`src/common/trbg_consts.svh`:
```
// Register offsets, reset values and timing counts for the timer reload and baud block
// ----------------------------------------------------------------------------
// ----------------------------------------------------------------------------
`ifndef TRBG_CONSTS_SVH
`define TRBG_CONSTS_SVH
`define TRBG_ADDR_T0_LOW 8'h8a
`define TRBG_ADDR_T0_HIGH 8'h8c
`define TRBG_ADDR_T3_RLH 8'h93
`define TRBG_ADDR_T2_RLH 8'hcb
`define TRBG_BYTE_RESET 8'h00
`define TRBG_DIV4_COUNT 6'h04
`define TRBG_DIV12_COUNT 6'h0c
`define TRBG_DIV48_COUNT 6'h30
`define TRBG_EXT_DIV8_COUNT 3'h7
`endif

```
`src/common/trbg_pkg.sv`:
```
// Types for the timer reload and baud block
package trbg_pkg;
  typedef enum logic [2:0] {
    TRBG_SRC_SYS,
    TRBG_SRC_DIV4,
    TRBG_SRC_DIV12,
    TRBG_SRC_DIV48,
    TRBG_SRC_EXT8,
    TRBG_SRC_PIN
  } trbg_src_type;
  typedef enum logic [1:0] {
    TRBG_MODE_RELOAD,
    TRBG_MODE_CAPTURE
  } trbg_mode_type;
endpackage

```
`src/verilog/trbg_prescale.sv`:
```
// Timer one clock source selection: one-cycle tick enables
`timescale 1ns/1ps
`default_nettype none
`include "trbg_consts.svh"
module trbg_prescale (
  input wire logic sys_clk, // System clock
  input wire logic rst, // Async reset, active high
  input wire logic [2:0] src_sel, // Clock source select
  input wire logic ext_osc_tick, // External oscillator edge, one cycle
  input wire logic ext_pin, // External input level
  output logic tick // One-cycle timer one count enable
);
  logic [5:0] div_ff;
  logic [5:0] nxt_div;
  logic [2:0] ext_ff;
  logic [2:0] nxt_ext;
  logic pin_ff;
  logic nxt_pin;
  logic tick_ff;
  logic nxt_tick;

  // Divide test, shared by every system clock divider
  function automatic logic hit(input logic [5:0] cnt, input logic [5:0] lim);
    hit = (cnt == lim - 6'h01);
  endfunction

  // Free-running divider, a shared count keeps dividers phase locked
  always_comb
  begin
    nxt_div = (div_ff == `TRBG_DIV48_COUNT - 6'h01) ? 6'h00 : div_ff + 6'h01;
    nxt_ext = ext_osc_tick ? ext_ff + 3'h1 : ext_ff;
    nxt_pin = ext_pin;
    case (src_sel)
      trbg_pkg::TRBG_SRC_SYS: nxt_tick = 1'b1;
      trbg_pkg::TRBG_SRC_DIV4: nxt_tick = hit({4'h0, div_ff[1:0]}, `TRBG_DIV4_COUNT);
      trbg_pkg::TRBG_SRC_DIV12: nxt_tick = hit(div_ff % 6'h0c, `TRBG_DIV12_COUNT);
      trbg_pkg::TRBG_SRC_DIV48: nxt_tick = hit(div_ff, `TRBG_DIV48_COUNT);
      trbg_pkg::TRBG_SRC_EXT8: nxt_tick = ext_osc_tick && (ext_ff == `TRBG_EXT_DIV8_COUNT);
      trbg_pkg::TRBG_SRC_PIN: nxt_tick = pin_ff && !ext_pin; // Falling edge counts
      default: nxt_tick = 1'b0;
    endcase
  end

  // Registers only
  always_ff @(posedge sys_clk or posedge rst)
  begin
    if (rst)
    begin
      div_ff <= 6'h00;
      ext_ff <= 3'h0;
      pin_ff <= 1'b0;
      tick_ff <= 1'b0;
    end
    else
    begin
      div_ff <= nxt_div;
      ext_ff <= nxt_ext;
      pin_ff <= nxt_pin;
      tick_ff <= nxt_tick;
    end
  end

  assign tick = tick_ff;
endmodule
`default_nettype wire

```
`src/verilog/trbg_top.sv`:
```
// Timer byte registers, reload high bytes and baud tick generator
`timescale 1ns/1ps
`default_nettype none
`include "trbg_consts.svh"
module trbg_top (
  input wire logic sys_clk, // System clock, 100 MHz
  input wire logic rst, // Async reset, active high
  input wire logic [7:0] sfr_addr, // Special register address
  input wire logic [7:0] sfr_wdata, // Write data
  input wire logic sfr_wr, // Write strobe
  input wire logic sfr_rd, // Read strobe
  output logic [7:0] sfr_rdata, // Read data, one cycle after strobe
  input wire logic [1:0] timer_two_mode, // Reload or capture mode
  input wire logic timer_two_reload, // Timer two reload event
  input wire logic timer_two_capture, // Timer two capture event
  input wire logic [7:0] timer_two_count_high, // Timer two count high byte
  output logic [7:0] timer_two_load_high, // Value loaded on reload
  input wire logic [1:0] timer_three_mode, // Reload or capture mode
  input wire logic timer_three_reload, // Timer three reload event
  input wire logic timer_three_capture, // Timer three capture event
  input wire logic [7:0] timer_three_count_high, // Timer three count high byte
  output logic [7:0] timer_three_load_high, // Value loaded on reload
  input wire logic timer_one_run, // Timer one run enable
  input wire logic [2:0] timer_one_src, // Timer one clock select
  input wire logic [7:0] timer_one_reload, // Timer one reload high byte
  input wire logic ext_osc_tick, // External oscillator edge
  input wire logic timer_one_external_input, // External count pin
  output logic [7:0] timer_one_count, // Timer one low count byte
  output logic timer_one_overflow, // Overflow pulse
  output logic serial_port_zero_baud // Baud pulse, half overflow rate
);
  logic [7:0] t0_low_ff;
  logic [7:0] nxt_t0_low;
  logic [7:0] t0_high_ff;
  logic [7:0] nxt_t0_high;
  logic [7:0] t2_rlh_ff;
  logic [7:0] nxt_t2_rlh;
  logic [7:0] t3_rlh_ff;
  logic [7:0] nxt_t3_rlh;
  logic [7:0] rdata_ff;
  logic [7:0] nxt_rdata;
  logic [7:0] t1_ff;
  logic [7:0] nxt_t1;
  logic ovf_ff;
  logic nxt_ovf;
  logic half_ff;
  logic nxt_half;
  logic baud_ff;
  logic nxt_baud;
  logic tick;
  logic t1_wrap;

  // ----------------------------------------------------------------------------
  // Register file
  // ----------------------------------------------------------------------------

  // Reload byte update; hardware capture wins over a software write
  function automatic logic [7:0] rlh_next(input logic [7:0] cur, input logic wr_hit,
    input logic [7:0] wdata, input logic [1:0] mode, input logic cap,
    input logic [7:0] cnt);
    rlh_next = wr_hit ? wdata : cur;
    if (mode == trbg_pkg::TRBG_MODE_CAPTURE && cap)
      rlh_next = cnt;
  endfunction

  // Write decode, shared by every writable byte
  function automatic logic wr_hit(input logic wr, input logic [7:0] addr,
    input logic [7:0] target);
    wr_hit = wr && (addr == target);
  endfunction

  // Timer zero bytes are storage only; the counter that steps them lives outside,
  // so a write here is all that ever changes them. The reload and capture events
  // of timers two and three are consumed outside as well; only capture lands here.
  always_comb
  begin
    nxt_t0_low = wr_hit(sfr_wr, sfr_addr, `TRBG_ADDR_T0_LOW) ? sfr_wdata : t0_low_ff;
    nxt_t0_high = wr_hit(sfr_wr, sfr_addr, `TRBG_ADDR_T0_HIGH) ? sfr_wdata : t0_high_ff;
  end

  // Timer zero registers
  always_ff @(posedge sys_clk or posedge rst)
  begin
    if (rst)
    begin
      t0_low_ff <= `TRBG_BYTE_RESET;
      t0_high_ff <= `TRBG_BYTE_RESET;
    end
    else
    begin
      t0_low_ff <= nxt_t0_low;
      t0_high_ff <= nxt_t0_high;
    end
  end

  // Reload bytes; a capture in the cycle of a write keeps the captured count
  always_comb
  begin
    nxt_t2_rlh = rlh_next(t2_rlh_ff, wr_hit(sfr_wr, sfr_addr, `TRBG_ADDR_T2_RLH),
      sfr_wdata, timer_two_mode, timer_two_capture, timer_two_count_high);
    nxt_t3_rlh = rlh_next(t3_rlh_ff, wr_hit(sfr_wr, sfr_addr, `TRBG_ADDR_T3_RLH),
      sfr_wdata, timer_three_mode, timer_three_capture, timer_three_count_high);
  end

  // Reload byte registers
  always_ff @(posedge sys_clk or posedge rst)
  begin
    if (rst)
    begin
      t2_rlh_ff <= `TRBG_BYTE_RESET;
      t3_rlh_ff <= `TRBG_BYTE_RESET;
    end
    else
    begin
      t2_rlh_ff <= nxt_t2_rlh;
      t3_rlh_ff <= nxt_t3_rlh;
    end
  end

  // Read data holds the last value read, so a late sample still sees it
  always_comb
  begin
    nxt_rdata = rdata_ff;
    if (sfr_rd)
    begin
      case (sfr_addr)
        `TRBG_ADDR_T0_LOW: nxt_rdata = t0_low_ff;
        `TRBG_ADDR_T0_HIGH: nxt_rdata = t0_high_ff;
        `TRBG_ADDR_T2_RLH: nxt_rdata = t2_rlh_ff;
        `TRBG_ADDR_T3_RLH: nxt_rdata = t3_rlh_ff;
        default: nxt_rdata = 8'h00; // Unmapped reads as zero
      endcase
    end
  end

  // Read data register
  always_ff @(posedge sys_clk or posedge rst)
  begin
    if (rst)
      rdata_ff <= 8'h00;
    else
      rdata_ff <= nxt_rdata;
  end

  // Reload bytes drive the timers' high byte on reload
  assign timer_two_load_high = t2_rlh_ff;
  assign timer_three_load_high = t3_rlh_ff;
  assign sfr_rdata = rdata_ff;

  // ----------------------------------------------------------------------------
  // Timer one and baud divider
  // ----------------------------------------------------------------------------

  trbg_prescale u_prescale (
    .sys_clk(sys_clk),
    .rst(rst),
    .src_sel(timer_one_src),
    .ext_osc_tick(ext_osc_tick),
    .ext_pin(timer_one_external_input),
    .tick(tick)
  );

  // 8-bit auto-reload count; the wrap flag also feeds the baud halver
  always_comb
  begin
    t1_wrap = timer_one_run && tick && (t1_ff == 8'hff);
    nxt_t1 = t1_ff;
    if (t1_wrap)
      nxt_t1 = timer_one_reload;
    else if (timer_one_run && tick)
      nxt_t1 = t1_ff + 8'h01;
    nxt_ovf = t1_wrap;
  end

  // Count and overflow registers
  always_ff @(posedge sys_clk or posedge rst)
  begin
    if (rst)
    begin
      t1_ff <= 8'h00;
      ovf_ff <= 1'b0;
    end
    else
    begin
      t1_ff <= nxt_t1;
      ovf_ff <= nxt_ovf;
    end
  end

  // Baud halver: every second overflow gives one bit-rate pulse, in step with it
  always_comb
  begin
    nxt_half = t1_wrap ? !half_ff : half_ff;
    nxt_baud = t1_wrap && half_ff;
  end

  // Halver registers
  always_ff @(posedge sys_clk or posedge rst)
  begin
    if (rst)
    begin
      half_ff <= 1'b0;
      baud_ff <= 1'b0;
    end
    else
    begin
      half_ff <= nxt_half;
      baud_ff <= nxt_baud;
    end
  end

  assign timer_one_count = t1_ff;
  assign timer_one_overflow = ovf_ff;
  assign serial_port_zero_baud = baud_ff;
endmodule
`default_nettype wire

```
`config.mk`:
```
export PLATFORM = sky130hd
export DESIGN_NAME = trbg_top
export DESIGN_NICKNAME = d
export VERILOG_FILES = /design/src/common/trbg_pkg.sv /design/src/verilog/trbg_prescale.sv /design/src/verilog/trbg_top.sv
export VERILOG_INCLUDE_DIRS = /design/src /design/src/common
export SDC_FILE = /design/constraint.sdc
export NUM_CORES = 1
export LEC_CHECK = 0
export BUFFER_PORTS_ARGS = -buffer_cell sky130_fd_sc_hd__buf_2
export CELL_PAD_IN_SITES_DETAIL_PLACEMENT = 1
export CELL_PAD_IN_SITES_GLOBAL_PLACEMENT = 2
export CORE_ASPECT_RATIO = 0.75
export CORE_MARGIN = 2
export CORE_UTILIZATION = 35
export DETAILED_ROUTE_END_ITERATION = 7
export MAX_ROUTING_LAYER = met4
export PLACE_DENSITY = 0.92
export SKIP_CTS_REPAIR_TIMING = 1
export SYNTH_ARGS = -nofsm -noshare
export SYNTH_HDL_FRONTEND = slang
export SYNTH_SLANG_ARGS = --single-unit
```
`constraint.sdc`:
```
create_clock -name sys_clk -period 3.4 [get_ports sys_clk]
set_clock_uncertainty 0.15 [all_clocks]
set_input_delay 0.34 -clock sys_clk [delete_from_list [all_inputs] [get_ports sys_clk]]
set_output_delay 0.34 -clock sys_clk [all_outputs]
set_load 0.02 [all_outputs]
```
Word-level counts from Yosys, hierarchy flattened
Index checks and enable logic that the tools add are counted.
{"block": "totals", "reg_bits": 62}
{"block": "op_classes", "muxes": 9, "n_reduce_logical": 17, "eq_ne": 16, "add_sub_neg": 3, "div": 1}
{"cell": "8-bit 2-to-1 mux", "n": 6}
{"cell": "8-bit == test (second input constant)", "n": 5}
{"cell": "8-bit one-hot mux with 4 select lines", "n": 1}
{"cell": "1-bit logical AND", "n": 11}
{"cell": "3-bit == test (second input constant)", "n": 3}
{"cell": "8-bit by 1-bit adder with 8-bit output (second input constant)", "n": 1}
{"cell": "6-bit by 1-bit adder with 6-bit output (second input constant)", "n": 1}
{"cell": "3-bit by 2-bit == test with 1-bit output (second input constant)", "n": 2}
{"cell": "6-bit by 4-bit == test with 1-bit output (second input constant)", "n": 1}
{"cell": "6-bit == test (second input constant)", "n": 1}
{"cell": "6-bit by 4-bit remainder unit with 6-bit output (second input constant)", "n": 1}
{"cell": "6-bit 2-to-1 mux", "n": 1}
{"cell": "1-bit one-hot mux with 6 select lines", "n": 1}
{"cell": "2-bit nonzero test", "n": 3}
{"cell": "2-bit by 1-bit == test with 1-bit output (second input constant)", "n": 2}
{"cell": "3-bit by 1-bit adder with 3-bit output (second input constant)", "n": 1}
{"cell": "3-bit by 1-bit == test with 1-bit output (second input constant)", "n": 1}
{"cell": "3-bit logical NOT", "n": 1}
{"cell": "2-bit == test (second input constant)", "n": 1}
{"cell": "1-bit logical NOT", "n": 2}

Logic depth before layout (Yosys ltp)
Gate-level depths: netlist of run 1.
{"block": "depth", "word_depth": 4, "ltp_mapped": 7, "ltp_nobuf": 5}

Hierarchy
Synthesis of run 1 repeated with hierarchy kept, for this count alone.
{"block": "hier_totals", "cells_unflattened": 282, "area_unflattened_um2": 3143.0}
{"mod": "trbg_top", "seq_area_each_um2": 1276.2, "n_inst": 1, "area_per_inst_um2": 2542.4, "cells_each": 230}
{"mod": "trbg_prescale", "seq_area_each_um2": 275.3, "n_inst": 1, "area_per_inst_um2": 600.6, "cells_each": 52}

Worst setup path before layout of run 1
OpenSTA, ideal clock, no wires.
{"block": "synth_timing", "path_type": "flip-flop to flip-flop", "from": "register t1_ff[0] (netlist: timer_one_count[0])", "to": "register t1_ff[3] (netlist: timer_one_count[3])", "arrival_ps": 1804, "period_less_slack_ps": 2080, "slack_ps": 1320, "required_time_ps": 3124, "path_stages_with_launch": 8, "cell_sequence": "dfrtp_1 -> ha_1 -> and4_1 -> clkbuf_1 -> and4_1 -> buf_2 -> o21bai_1 -> a221o_1"}
{"block": "synth_via", "elab_chain_cells": 3, "elab_cells_between_ends": 6, "cone_classes": "1 x add/sub; 1 x eq/ne; 2 x mux; 2 x reduce/logical"}
{"item": "start: declaration", "line": "trbg_top.sv:42", "text": "logic [7:0] t1_ff;"}
{"item": "start signal: assignment", "line": "trbg_top.sv:185", "text": "t1_ff <= nxt_t1;"}
{"item": "8-bit == test *", "line": "trbg_top.sv:166", "text": "t1_wrap = timer_one_run && tick && (t1_ff == 8'hff);"}
{"item": "1-bit logical AND *", "line": "trbg_top.sv:166"}
{"item": "named net nxt_ovf", "line": "trbg_top.sv:45", "text": "logic nxt_ovf;"}
{"item": "8-bit 2-to-1 mux / 2-bit nonzero test (equally long branches)"}
Mark *: on every way through the listed nets, which the timed path passes. The rest lies on a longest branch. The select of a mux whose other input is x is not followed.
A chain may end at the register's enable or synchronous reset.

Worst setup path in the final report of run 1
{"block": "layout_timing", "from": "register t1_ff[0] (netlist: timer_one_count[0])", "to": "register t1_ff[3] (netlist: timer_one_count[3])"}
{"block": "layout_via", "elab_chain_cells": 3, "elab_cells_between_ends": 6, "cone_classes": "1 x add/sub; 1 x eq/ne; 2 x mux; 2 x reduce/logical"}
{"item": "8-bit by 1-bit adder with 8-bit output / 8-bit == test (equally long branches)", "line": "trbg_top.sv:171, trbg_top.sv:166"}
{"item": "8-bit 2-to-1 mux / 1-bit logical AND (equally long branches)", "line": "trbg_top.sv:170, trbg_top.sv:166"}
{"item": "8-bit 2-to-1 mux / 2-bit nonzero test (equally long branches)"}
Parallel ways exist; a longest one is shown, timed or not. The select of a mux whose other input is x is not followed.

==> qor.tcl, run 1 <==
set qor(run_status) {completed}
set qor(ctsHtreeMaxLevel) 3
set qor(seq_area_frac_synth_pct) 50.0
set qor(p_int_mw) 1.67
set qor(design.die.area_sq_mm) 0.00964
set qor(synth_seq_cells) 62
set qor(async_set_reset_flop_share_out_of_synthesis_pct) 100
set qor(floorplan.die.width_um) 113
set qor(hold_path_class) {primary input to flop}
set qor(die_h_um) 85.5
set qor(postSynth.topFlopCell) {sky130_fd_sc_hd__dfrtp_1}
set qor(grtUsageTotal_pct) 19.7
set qor(netSwitchingFraction_pct) 27.9
set qor(route.detailed.vias_per_inst) 5.32
set qor(synthesis.instances) 268
set qor(max_freq_ghz) 0.467
set qor(power_frac_clock_pct) 43.0
set qor(netlist.top_cell.by_area) {sky130_fd_sc_hd__dfrtp_1}
set qor(synth-edff-count) 0
set qor(cts.root.buffer_cell) {sky130_fd_sc_hd__clkbuf_16}
set qor(synth.cell_area_sq_mm) 0.00310
set qor(cts_buffers) 9
set qor(synth_cell_types) 51
set qor(timing_worst_slew_pin_value_ps) 1130
set qor(worstPathRequired_ps) 3450
set qor(area_growth_pct) 28.8
set qor(synth-warning-count) 0
set qor(critical_path_arrival_ps) 2190
set qor(final_cells) 474
set qor(synthDominantCellAreaShare_pct) 50.0
set qor(worst_setup_path_end_kind) {flop}
set qor(grt_overflow_total) 0
set qor(switchingPower_mw) 0.646
set qor(drc) 0
set qor(grt_start_max_net_pins) 53
set qor(antennaDiodeCount) 0
set qor(insertion_delay_ps) 320
set qor(top_ports) 92
set qor(remaining_antenna_violation_count_after_routing) 0
set qor(final.setup.tns_ps) 0
set qor(critical-path-max-stage-delay_ps) 490
set qor(routabilityCongestion) 0.827
set qor(crit_path_cell_trace) {ha_1 > and4_1 > and4_1 > o21bai_1 > a221o_1}
set qor(wl_per_cell_um) 18.6
set qor(std_cell_rows) 29
set qor(timing.max_slew.rel_slack_pct) 24.8
set qor(cpMaxStageDelayCell) {sky130_fd_sc_hd__and4_1}
set qor(maximum_resistive_drop_on_vdd_mv) 0.255
set qor(maxCapViolCount) 0
set qor(postPlaceCellArea_sq_mm) 0.00366
set qor(mappedNetlistNets) 331
set qor(setup_viol) 0
set qor(first_global_vias) 2639
set qor(combPwrFrac_pct) 17.6
set qor(grt_first_pass_wirelength_um) 14300
set qor(post_dp_hpwl_um) 6630
set qor(final_setup_slack_of_the_worst_path_ps) 1260
set qor(unrepaired_setup_endpoints_after_global_routing) {false}
set qor(slew_viol_final) 0
set qor(post-route-period-util_pct) 62.9
set qor(tritoncts) {yes}
set qor(design.final.nets) 424
set qor(core_box_area_sq_mm) 0.00853
set qor(setup.worst_path.start_class) {flop}
set qor(route.vias.total) 2520
set qor(power.static_leakage_nw) 1.93
set qor(hold_viol_final) 0
set qor(path_clk_slew_ps) 50
set qor(clk_path_buf_depth) 2
set qor(grt_antenna_before_repair) 0
set qor(postRouteWirelength_um) 8800
set qor(worst_path_most_repeated_cell) {sky130_fd_sc_hd__and4_1}
set qor(finalWorstPathRequiredPeriod_ps) 2140
set qor(synth.top_cells.by_area) {sky130_fd_sc_hd__dfrtp_1 50%, sky130_fd_sc_hd__mux2_2 13%, sky130_fd_sc_hd__nand2_1 3.3%}
set qor(path_max_fanout) 10
set qor(drive_above_1_share_pct) 42.1
set qor(dp_worst_setup_slack_ps) 1010
set qor(p_per_area_mw_per_mm2) 579
set qor(post-route-cell-area_sq_mm) 0.00400
set qor(first_pass_iteration_count_of_the_detailed_router) 4
set qor(placed_cells) 457
set qor(seqPwrFrac_pct) 39.4
set qor(number_of_violations_reported_at_the_end_of_detailed_routing_iteration_0) 83
set qor(placement.io_buffers) 89
set qor(syn_area_per_cell_sq_um) 11.6
set qor(floorplan.initialDensity_pct) 36.4
set qor(crit_type) {flop to flop}
set qor(numClockSinks) 62
==> path summary, 6_finish.rpt <==
| kind | startpoint | end | slack, ps | cells past startpoint |
|---|---|---|---|---|
| setup / recovery | timer_one_count[0] | timer_one_count[3] | 1260 | 5 |
| hold / removal | timer_one_reload[4] | timer_one_count[4] | 70 | 3 |
| setup reg to reg | timer_one_count[0] | timer_one_count[3] | 1260 | 5 |
| hold reg to reg | half_ff | half_ff | 310 | 1 |
| max in group asynchronous | rst | timer_three_load_high[3] | 2200 | 3 |
| min in group asynchronous | rst | u_prescale.pin_ff | 140 | 2 |
==> sequential cells by signal, indices dropped and copies added, names as in the netlist <==
register	cells
u_prescale.tick	1
half_ff	1
u_prescale.div_ff	6
u_prescale.ext_ff	3
timer_two_load_high	8
sfr_rdata	8
timer_one_count	8
timer_three_load_high	8
u_prescale.pin_ff	1
t0_high_ff	8
serial_port_zero_baud	1
t0_low_ff	8
timer_one_overflow	1
==> layout by cell type (no fill, tap or decap), types with 2 or more instances in the layout <==
cell                         n
sky130_fd_sc_hd__a21oi_1     2
sky130_fd_sc_hd__a22o_1      2
sky130_fd_sc_hd__a22oi_1     7
sky130_fd_sc_hd__a2bb2oi_1   7
sky130_fd_sc_hd__a311oi_1    7
sky130_fd_sc_hd__a31oi_1     5
sky130_fd_sc_hd__and3_1      2
sky130_fd_sc_hd__and3b_1     2
sky130_fd_sc_hd__and4_1      2
sky130_fd_sc_hd__and4bb_2    2
sky130_fd_sc_hd__buf_2      89
sky130_fd_sc_hd__buf_4       3
sky130_fd_sc_hd__bufinv_16   2
sky130_fd_sc_hd__clkbuf_16   9
sky130_fd_sc_hd__dfrtp_1    62
sky130_fd_sc_hd__ha_1        5
sky130_fd_sc_hd__inv_1       6
sky130_fd_sc_hd__mux2_2     35
sky130_fd_sc_hd__mux2i_1     9
sky130_fd_sc_hd__nand2_1    27
sky130_fd_sc_hd__nand3_1     4
sky130_fd_sc_hd__nand3b_1    2
sky130_fd_sc_hd__nand4_1     3
sky130_fd_sc_hd__nor2_1     11
sky130_fd_sc_hd__nor3_1      2
sky130_fd_sc_hd__nor3b_1     2
sky130_fd_sc_hd__o211ai_1    3
sky130_fd_sc_hd__o21ai_0    14
sky130_fd_sc_hd__o21bai_1    2
sky130_fd_sc_hd__o311ai_0    2
sky130_fd_sc_hd__o31ai_1     2
sky130_fd_sc_hd__xor2_1      6
==> worst max-delay path, delay by kind of cell, from the launching register on <==
kind | cells | cell delay, ps
AOI/OAI and AO/OA | 2 | 400
adders and majority gates | 1 | 200
DFF | 1 | 410
and+or+nand+nor | 2 | 860
==> routing by layer <==
metal | global-route usage [%] | vias up | share of wire [%]
li1 | - | 1193 | -
met1 | 27.6 | 1257 | 49
met2 | 28.7 | 53 | 46
met3 | 4.10 | 17 | 3.5
met4 | 6.43 | 0 | 1.5
met5 | - | - | 0
==> layout make-up <==
cell class	instances	area, sq um
fillers	941	4530
repair buffers	93	478
clock inverters	5	81.3
well taps	108	135
inverters	7	26.3
flip-flops and latches	62	1550
multi-input cells	188	1480
clock buffers	11	243
==> synthesized netlist by cell type, types with 3 or more instances <==
cell,n
sky130_fd_sc_hd__mux2i_1,9
sky130_fd_sc_hd__nand2_1,27
sky130_fd_sc_hd__clkbuf_1,10
sky130_fd_sc_hd__ha_1,5
sky130_fd_sc_hd__a22oi_1,7
sky130_fd_sc_hd__mux2_2,35
sky130_fd_sc_hd__dfrtp_1,62
sky130_fd_sc_hd__o211ai_1,3
sky130_fd_sc_hd__nand4_1,3
sky130_fd_sc_hd__a2bb2oi_1,7
sky130_fd_sc_hd__o21ai_0,14
sky130_fd_sc_hd__a31oi_1,5
sky130_fd_sc_hd__a311oi_1,7
sky130_fd_sc_hd__inv_1,7
sky130_fd_sc_hd__xor2_1,6
sky130_fd_sc_hd__nor2_1,11
sky130_fd_sc_hd__nand3_1,4
==> kinds of logic (layout without fill, tap and decap cells) <==
group                      count (synthesis)  count (layout)  share of synthesized area (%)
and+or+nand+nor                           70              70                           13.6
xor gates and xnor gates                   7               7                           1.98
DFF                                       62              62                           50.0
adders and majority gates                  5               5                           2.02
AOI/OAI and AO/OA                         62              62                           14.6
buffers and inverters                     18             116                           2.22
muxes                                     44              44                           15.6
==> power groups by stage <==
stage               Sequential (mW)  Combinational (mW)  Clock (mW)
global placement              0.917               0.387           0
CTS                           0.911               0.413        1.02
global route                  0.928               0.450        1.05
finish                        0.911               0.406       0.995
detailed placement            0.924               0.411           0
floorplan                     0.983               0.167           0
==> through the flow <==
stage / util, % / hold WS [ps] / power [mW]
floorplan: - / 221 / 1.15
global placement: 43.0 / 297 / 1.30
detailed placement: 43.0 / 300 / 1.34
CTS: 46.8 / -12.5 / 2.34
global route: 46.9 / 71.7 / 2.43
finish: 46.9 / 70.1 / 2.31
Note: power is estimated with default switching activity, not from simulation.
==> run 2, diff against run 1 <==
--- a/config.mk
+++ b/config.mk
@@ -11,10 +11,10 @@
 export CELL_PAD_IN_SITES_GLOBAL_PLACEMENT = 2
 export CORE_ASPECT_RATIO = 0.75
 export CORE_MARGIN = 2
-export CORE_UTILIZATION = 35
+export CORE_UTILIZATION = 29
 export DETAILED_ROUTE_END_ITERATION = 7
 export MAX_ROUTING_LAYER = met4
-export PLACE_DENSITY = 0.92
+export PLACE_DENSITY = 0.82
 export SKIP_CTS_REPAIR_TIMING = 1
 export SYNTH_ARGS = -nofsm -noshare
 export SYNTH_HDL_FRONTEND = slang
==> constraint.sdc (replaced) <==
create_clock -name sys_clk -period 1.95 [get_ports sys_clk]
set_clock_uncertainty 0.15 [all_clocks]
set_input_delay 0.195 -clock sys_clk [delete_from_list [all_inputs] [get_ports sys_clk]]
set_output_delay 0.195 -clock sys_clk [all_outputs]
set_load 0.02 [all_outputs]
==> run 2 against run 1 <==
Against the previous run: the run now ends with negative hold slack left; combinational power increased by 79%; sequential share of layout area decreased by 1.5 points; die area increased by 20%; global-route usage decreased by 2.6 points; clock-buffer cell count decreased by 1; critical path depth increased by 1; maximum frequency increased by 17%; sequential power increased by 75%; critical path type unchanged; via count increased by 2.3%; final cell count increased by 9.7%; power increased by 68%.
==> qor.tcl, run 2 (synthesis gave the netlist of run 1 again) <==
set qor(run_status) {finished, violations left}
set qor(failed_checks) {negative hold slack}
set qor(worstPathRequired_ps) 2010 ;# -1440 ps
set qor(numClockSinks) 62 ;# unchanged
set qor(core_box_area_sq_mm) 0.0104 ;# +22%
set qor(hold_viol_final) 1 ;# +1
set qor(first_pass_iteration_count_of_the_detailed_router) 4 ;# unchanged
set qor(number_of_violations_reported_at_the_end_of_detailed_routing_iteration_0) 148 ;# +78%
set qor(ctsHtreeMaxLevel) 3 ;# unchanged
set qor(multi_input_comb_area_sq_mm) 0.00148 ;# about the same
set qor(clk_path_buf_depth) 2 ;# unchanged
set qor(tritoncts) {yes}
set qor(drc) 0 ;# unchanged
set qor(setup_viol) 0 ;# unchanged
set qor(remaining_antenna_violation_count_after_routing) 0 ;# unchanged
set qor(drive_above_1_share_pct) 44.0 ;# +1.9 points
set qor(timing.reg2reg.worst_path_depth) 6 ;# +1
set qor(top_ports) 92 ;# unchanged
set qor(die_h_um) 93.6 ;# +9.4%
set qor(grt_start_max_net_pins) 41 ;# -23%
set qor(timing_worst_slew_pin_value_ps) 561 ;# -567 ps
set qor(post_dp_hpwl_um) 6570 ;# -0.89%
set qor(slew_viol_final) 0 ;# unchanged
set qor(maxCapViolCount) 0 ;# unchanged
set qor(path_clk_slew_ps) 60 ;# about the same
set qor(wl_per_cell_um) 17.2 ;# -7.2%
set qor(filler_cell_count) 1170 ;# +24%
set qor(timing.max_slew.rel_slack_pct) 62.5 ;# +38 points
set qor(route.detailed.vias_per_inst) 4.96 ;# -6.7%
set qor(floorplan.die.width_um) 123 ;# +9.5%
set qor(maximum_resistive_drop_on_vdd_mv) 0.417 ;# +64%
set qor(routabilityCongestion) 0.851 ;# +2.9%
set qor(first_global_vias) 2704 ;# +2.5%
set qor(grt_antenna_before_repair) 0 ;# unchanged
set qor(grt_first_pass_wirelength_um) 14700 ;# +3.0%
set qor(path_max_fanout) 7 ;# -3
set qor(hold_depth) 3 ;# unchanged
set qor(cpMaxStageDelayCell) {sky130_fd_sc_hd__dfrtp_2}
set qor(cts.root.buffer_cell) {sky130_fd_sc_hd__clkbuf_16}
set qor(area_growth_pct) 34.4
set qor(placement.io_buffers) 89 ;# unchanged
set qor(finalWorstPathRequiredPeriod_ps) 1840 ;# -303 ps
set qor(antennaDiodeCount) 0 ;# unchanged
set qor(worst_setup_path_end_kind) {flop}
set qor(detail_route.wirelength.met1_um) 4490 ;# +3.2%
set qor(critical_path_arrival_ps) 1890 ;# -300 ps
set qor(design.die.area_sq_mm) 0.0116 ;# +20%
set qor(routed-wl-met2_um) 4090 ;# +1.9%
set qor(crit_type) {flop to flop}
set qor(insertion_delay_ps) 320 ;# about the same
set qor(floorplan.initialDensity_pct) 29.9 ;# -6.5 points
set qor(cts_buffers) 9 ;# unchanged
set qor(mostFrequentLayoutCells) {89 x sky130_fd_sc_hd__buf_2, 60 x sky130_fd_sc_hd__dfrtp_1, 35 x sky130_fd_sc_hd__mux2_2}
set qor(setup.worst_path.start_class) {flop}
set qor(post-route-period-util_pct) 94.2 ;# +31 points
set qor(crit_path_cell_trace) {ha_1 > and4_1 > buf_4 > mux2_2 > o21ai_0 > o31ai_1}
set qor(max_freq_ghz) 0.545 ;# +17%
set qor(std_cell_rows) 32 ;# +10%
set qor(mostFrequentLayoutCell) {sky130_fd_sc_hd__buf_2}
set qor(p_per_area_mw_per_mm2) 933 ;# +61%
set qor(design.final.nets) 442 ;# +4.2%
set qor(final.setup.tns_ps) 0 ;# unchanged
set qor(grt_overflow_total) 0 ;# unchanged
set qor(sequential_cell_area_sq_mm) 0.00155 ;# +0.16%
set qor(hold_path_class) {primary input to flop}
set qor(timing.hold.ws_ps) -20.8 ;# -90.9 ps
set qor(top_layer_used) {met4}
set qor(unrepaired_setup_endpoints_after_global_routing) {false}
set qor(grtUsageTotal_pct) 17.1 ;# -2.6 points
set qor(wl_met3_um) 314 ;# +3.0%
set qor(power.static_leakage_nw) 2.01 ;# +3.9%
set qor(critical-path-max-stage-delay_ps) 400 ;# -90 ps
set qor(route.vias.total) 2579 ;# +2.3%
set qor(postRouteWirelength_um) 8950 ;# +1.8%
-- run 2: changes by cell type in the layout (fill, tap and decap cells not counted) --
cell,before,now
sky130_fd_sc_hd__bufinv_16,2,1
sky130_fd_sc_hd__and4_1,2,1
sky130_fd_sc_hd__clkbuf_8,1,0
sky130_fd_sc_hd__buf_4,3,14
sky130_fd_sc_hd__clkinv_4,0,2
sky130_fd_sc_hd__and4_2,0,1
sky130_fd_sc_hd__dfrtp_1,62,60
sky130_fd_sc_hd__inv_6,1,0
sky130_fd_sc_hd__dfrtp_2,0,2
sky130_fd_sc_hd__buf_12,0,1
sky130_fd_sc_hd__inv_2,1,0
sky130_fd_sc_hd__dlygate4sd3_1,1,7
sky130_fd_sc_hd__clkinv_2,1,3
-- run 2: metrics by stage --
stage | utilization [%] | setup WS (ps) | total power [mW] | area, sq um | cells
floorplan | - | -48.7 | 2.01 | 3110 | 268
global placement | 36.7 | 24.9 | 2.30 | 3810 | 497
detailed placement | 36.7 | -31.3 | 2.33 | 3810 | 497
CTS | 39.5 | 71.6 | 3.93 | 4100 | 513
global route | 40.2 | 13.7 | 4.09 | 4170 | 520
finish | 40.2 | 114 | 3.89 | 4170 | 520
-- run 2: path summary, 6_finish.rpt --
check                                          from                       end  slack, ps
worst max-delay path             timer_one_count[0]        timer_one_count[7]        110
max in group asynchronous                       rst  timer_three_load_high[2]        740
min in group asynchronous                       rst        timer_one_count[2]        330
worst min register to register              half_ff                   half_ff        320
worst max register to register   timer_one_count[0]        timer_one_count[7]        110
worst min-delay path            timer_one_reload[0]        timer_one_count[0]        -20
-- run 2: worst max-delay path, delay by kind of cell, from the launching register on --
family                   cells  cell delay [ps]
AO/OA/AOI/OAI                2              240
adder cells (fa/ha/maj)      1              190
buffers and inverters        1              170
flip-flops                   1              400
multiplexers                 1              330
AND/OR/NAND/NOR              1              250
-- run 2: metal layers --
metal	up-vias	GRT usage, %
met5	-	-
met4	0	4.26
met3	4	3.41
met2	46	25.1
met1	1295	24.1
li1	1234	-
-- run 2: area by class of cell --
class | instances | area share (%)
clock buffers | 10 | 5.49
clock inverters | 6 | 1.50
inverters | 7 | 0.720
multi-input cells | 188 | 35.6
flip-flops and latches | 62 | 37.3
well taps | 136 | 4.08
repair buffers | 111 | 15.4
-- run 2: report_power, final --
part	leakage [nW]	switching, mW	internal [mW]
registers	0.808	0.141	1.45
clock network	0.146	0.584	0.986
logic	1.05	0.407	0.319
==> run 3, diff against run 2 <==
--- a/config.mk
+++ b/config.mk
@@ -6,6 +6,7 @@
 export SDC_FILE = /design/constraint.sdc
 export NUM_CORES = 1
 export LEC_CHECK = 0
+export ABC_AREA = 1
 export BUFFER_PORTS_ARGS = -buffer_cell sky130_fd_sc_hd__buf_2
 export CELL_PAD_IN_SITES_DETAIL_PLACEMENT = 1
 export CELL_PAD_IN_SITES_GLOBAL_PLACEMENT = 2
@@ -14,7 +15,7 @@
 export CORE_UTILIZATION = 29
 export DETAILED_ROUTE_END_ITERATION = 7
 export MAX_ROUTING_LAYER = met4
-export PLACE_DENSITY = 0.82
+export PLACE_DENSITY = 0.85
 export SKIP_CTS_REPAIR_TIMING = 1
 export SYNTH_ARGS = -nofsm -noshare
 export SYNTH_HDL_FRONTEND = slang
==> constraint.sdc (replaced) <==
create_clock -name sys_clk -period 2.1 [get_ports sys_clk]
set_clock_uncertainty 0.15 [all_clocks]
set_input_delay 0.21 -clock sys_clk [delete_from_list [all_inputs] [get_ports sys_clk]]
set_output_delay 0.21 -clock sys_clk [all_outputs]
set_load 0.02 [all_outputs]
==> run 3 against run 2 <==
Against the previous run: the run now ends clean; die area rose by 4.2%; synthesized cell count rose by 48%; non-clock buffer count fell by 11; final cell count rose by 24%; critical path depth rose by 1; core utilization fell by 2.0 points; maximum frequency fell by 0.35%; first-iteration DRC count fell by 2.7%; combinational power barely moved; clock power fell by 15%; register-to-register slack improved by 140 ps; flip-flop and latch count did not move; critical path type unchanged; critical endpoint is now timer_one_count[5].
==> qor.tcl, run 3 <==
set qor(run_status) {completed}
set qor(max_freq_ghz) 0.543 ;# -0.35%
set qor(critical_path_arrival_ps) 1930 ;# +40 ps
set qor(final_setup_slack_of_the_worst_path_ps) 257 ;# +144 ps
set qor(synth-edff-count) 0 ;# unchanged
set qor(cts_buffers) 9 ;# unchanged
set qor(worst_hold_startpoint) {timer_one_reload[1]}
set qor(first_pass_iteration_count_of_the_detailed_router) 4 ;# unchanged
set qor(async_set_reset_flop_share_out_of_synthesis_pct) 100 ;# unchanged
set qor(top_ports) 92 ;# unchanged
set qor(hold_depth) 3 ;# unchanged
set qor(std_cell_rows) 33 ;# +3.1%
set qor(unrepaired_setup_endpoints_after_global_routing) {false}
set qor(critical-path-max-stage-delay_ps) 430 ;# +30 ps
set qor(post_dp_hpwl_um) 7000 ;# +6.5%
set qor(postRouteWirelength_um) 9190 ;# +2.7%
set qor(power.total_mw) 3.57 ;# -8.2%
set qor(grt_start_max_net_pins) 63 ;# +54%
set qor(core_box_area_sq_mm) 0.0109 ;# +5.1%
set qor(postSynth.topFlopCell) {sky130_fd_sc_hd__dfrtp_1}
set qor(design.die.area_sq_mm) 0.0120 ;# +4.2%
set qor(first_global_vias) 2947 ;# +9.0%
set qor(cpMaxStageDelayCell) {sky130_fd_sc_hd__dfrtp_1}
set qor(number_of_violations_reported_at_the_end_of_detailed_routing_iteration_0) 144 ;# -2.7%
set qor(remaining_antenna_violation_count_after_routing) 0 ;# unchanged
set qor(timing.max_slew.rel_slack_pct) 60.0 ;# -2.5 points
set qor(maximum_resistive_drop_on_vdd_mv) 0.341 ;# -18%
set qor(finalWorstPathRequiredPeriod_ps) 1840 ;# +6.43 ps
set qor(critPathTopFamily) {simple AND/OR/NAND/NOR gates}
set qor(power.static_leakage_nw) 2.18 ;# +8.7%
set qor(synth.cell_area_sq_mm) 0.00324 ;# +4.4%
set qor(post-route-period-util_pct) 87.7 ;# -6.4 points
set qor(synth_seq_cells) 62 ;# unchanged
set qor(mostFrequentLayoutCell) {sky130_fd_sc_hd__nand2_1}
set qor(setup_viol) 0 ;# unchanged
set qor(synth_commonest_cells) {108 x sky130_fd_sc_hd__nand2_1, 62 x sky130_fd_sc_hd__dfrtp_1, 42 x sky130_fd_sc_hd__nand3_1, 41 x sky130_fd_sc_hd__o21ai_0}
set qor(worstSetupStartpoint) {timer_one_count[0]}
set qor(numClockSinks) 62 ;# unchanged
set qor(maxCapViolCount) 0 ;# unchanged
set qor(placement.io_buffers) 89 ;# unchanged
set qor(netlist.top_cell.by_area) {sky130_fd_sc_hd__dfrtp_1}
set qor(synth.top_cells.by_area) {sky130_fd_sc_hd__dfrtp_1 48%, sky130_fd_sc_hd__nand2_1 13%, sky130_fd_sc_hd__nand3_1 6.5%}
set qor(synthAdderAreaFrac_pct) 1.93 ;# -0.085 points
set qor(final.setup.tns_ps) 0 ;# unchanged
set qor(cts.root.buffer_cell) {sky130_fd_sc_hd__clkbuf_16}
set qor(wl_per_cell_um) 14.3 ;# -17%
set qor(worstPathRequired_ps) 2190 ;# +180 ps
set qor(clk_path_buf_depth) 2 ;# unchanged
set qor(path_clk_slew_ps) 50 ;# about the same
set qor(synth.most_common_cell) {sky130_fd_sc_hd__nand2_1}
set qor(worst_path_most_repeated_cell) {sky130_fd_sc_hd__nor2_1}
set qor(p_per_area_mw_per_mm2) 856 ;# -8.2%
set qor(dp_worst_setup_slack_ps) 278 ;# +309 ps
set qor(routabilityCongestion) 0.781 ;# -8.2%
set qor(drive_above_1_share_pct) 26.4 ;# -18 points
set qor(launching_point_of_the_worst_reg2reg_path) {timer_one_count[0]}
set qor(grtUsageTotal_pct) 16.5 ;# -0.59 points
set qor(path_buf_inv) 1 ;# unchanged
set qor(synthDominantCellAreaShare_pct) 47.9 ;# -2.1 points
set qor(area_growth_pct) 28.7
set qor(hold_path_class) {primary input to flop}
set qor(design.final.nets) 562 ;# +27%
set qor(min_to) {timer_one_count[1]}
set qor(seq_area_frac_synth_pct) 47.9 ;# -2.1 points
set qor(setup.worst_path.start_class) {flop}
set qor(mappedNetlistNets) 460 ;# +39%
set qor(crit_path_cell_trace) {ha_1 > nand2_1 > nor2_1 > nand3_2 > inv_2 > nor2_1 > o21ai_0}
set qor(grt_antenna_before_repair) 0 ;# unchanged
set qor(timing.reg2reg.worst_path_depth) 7 ;# +1
set qor(floorplan.initialDensity_pct) 29.7 ;# -0.21 points
set qor(critical_path.reg2reg.endpoint) {timer_one_count[5]}
set qor(worst_setup_path_end_kind) {flop}
set qor(setup.reg_to_reg.worst_slack_ps) 260 ;# +140 ps
set qor(path_max_fanout) 10 ;# +3
set qor(route.detailed.vias_per_inst) 4.63 ;# -6.6%
set qor(synth_xor_area_share_pct) 1.08 ;# -0.89 points
set qor(mostFrequentLayoutCells) {108 x sky130_fd_sc_hd__nand2_1, 89 x sky130_fd_sc_hd__buf_2, 62 x sky130_fd_sc_hd__dfrtp_1}
set qor(insertion_delay_ps) 320 ;# about the same
set qor(synthSimpleGateAreaFrac_pct) 29.7 ;# +16 points
set qor(multi_input_comb_area_sq_mm) 0.00149 ;# +0.25%
set qor(grt_overflow_total) 0 ;# unchanged
set qor(synth_cell_types) 29 ;# -43%
set qor(drc) 0 ;# unchanged
set qor(crit_type) {flop to flop}
set qor(post_synthesis_compound_gate_area_fraction_pct) 12.5 ;# -2.1 points
set qor(route.vias.total) 2983 ;# +16%
set qor(syn_area_per_cell_sq_um) 8.16 ;# -30%
set qor(floorplan.die.width_um) 126 ;# +2.1%
set qor(synth.mux.area_fraction_pct) 0.695 ;# -15 points
set qor(filler_cell_count) 1338 ;# +14%
set qor(hold_viol_final) 0 ;# -1
set qor(synth_top_family_by_area) {simple AND/OR/NAND/NOR gates}
set qor(die_h_um) 95.5 ;# +2.1%
set qor(ctsHtreeMaxLevel) 3 ;# unchanged
set qor(timing_worst_slew_pin_value_ps) 598 ;# +37.4 ps
set qor(grt_first_pass_wirelength_um) 14800 ;# +0.52%
set qor(synth-warning-count) 0 ;# unchanged
set qor(synthesis.instances) 397 ;# +48%
set qor(antennaDiodeCount) 0 ;# unchanged
set qor(slew_viol_final) 0 ;# unchanged
set qor(tritoncts) {yes}
set qor(sequential_cell_area_sq_mm) 0.00155 ;# -0.16%
## run 3: tightest hold or removal path, delay by kind of cell
family / cells / cell delay, ps
compound gates: 1 / 60
simple gates: 1 / 60
buf+inv: 1 / 100
## run 3: final cells by class
| cell class | instances | area share [%] |
|---|---|---|
| multi-input combinational | 291 | 35.7 |
| clock inverter | 5 | 0.600 |
| timing repair buffer | 100 | 13.3 |
| clock buffer | 11 | 5.82 |
| tap | 140 | 4.20 |
| inverter | 35 | 3.15 |
| sequential | 62 | 37.2 |
## run 3: worst max-delay path by stage
stage	endpoint	slack, ps	depth (start not counted)
2_1_floorplan	half_ff	200	1
3_3_place_gp	timer_one_count[5]	410	7
3_5_place_dp	timer_one_count[5]	280	7
4_1_cts	timer_one_count[1]	260	7
5_1_grt	timer_one_count[1]	50	7
6_report	timer_one_count[5]	260	7
## run 3: metrics by stage
stage	cell area [sq um]	instances	util (%)	hold slack (ps)
floorplan	3240	397	-	91.4
global placement	3840	622	35.2	156
detailed placement	3840	622	35.2	158
CTS	4110	638	37.7	-191
global route	4170	644	38.2	15.2
finish	4170	644	38.2	0.757
## run 3: power breakdown
part	total, mW	switching (mW)	internal [mW]
Sequential	1.52	0.161	1.36
Clock	1.33	0.507	0.819
Combinational	0.726	0.447	0.280
Total	3.57	1.11	2.46
## run 3: cells by family (layout without fill, tap and decap cells)
| group | count (synthesis) | in the layout |
|---|---|---|
| compound gates | 73 | 73 |
| simple gates | 207 | 207 |
| buf+inv | 44 | 151 |
| xor+xnor | 4 | 4 |
| mux | 2 | 2 |
| flops | 62 | 62 |
| fa+ha+maj | 5 | 5 |
## run 3: metal layers
| layer | global-route usage [%] | share of wire (%) |
|---|---|---|
| met4 | 4.12 | 1.1 |
| met1 | 22.6 | 50 |
| met2 | 24.5 | 44 |
| met5 | - | 0 |
| met3 | 4.15 | 5.1 |
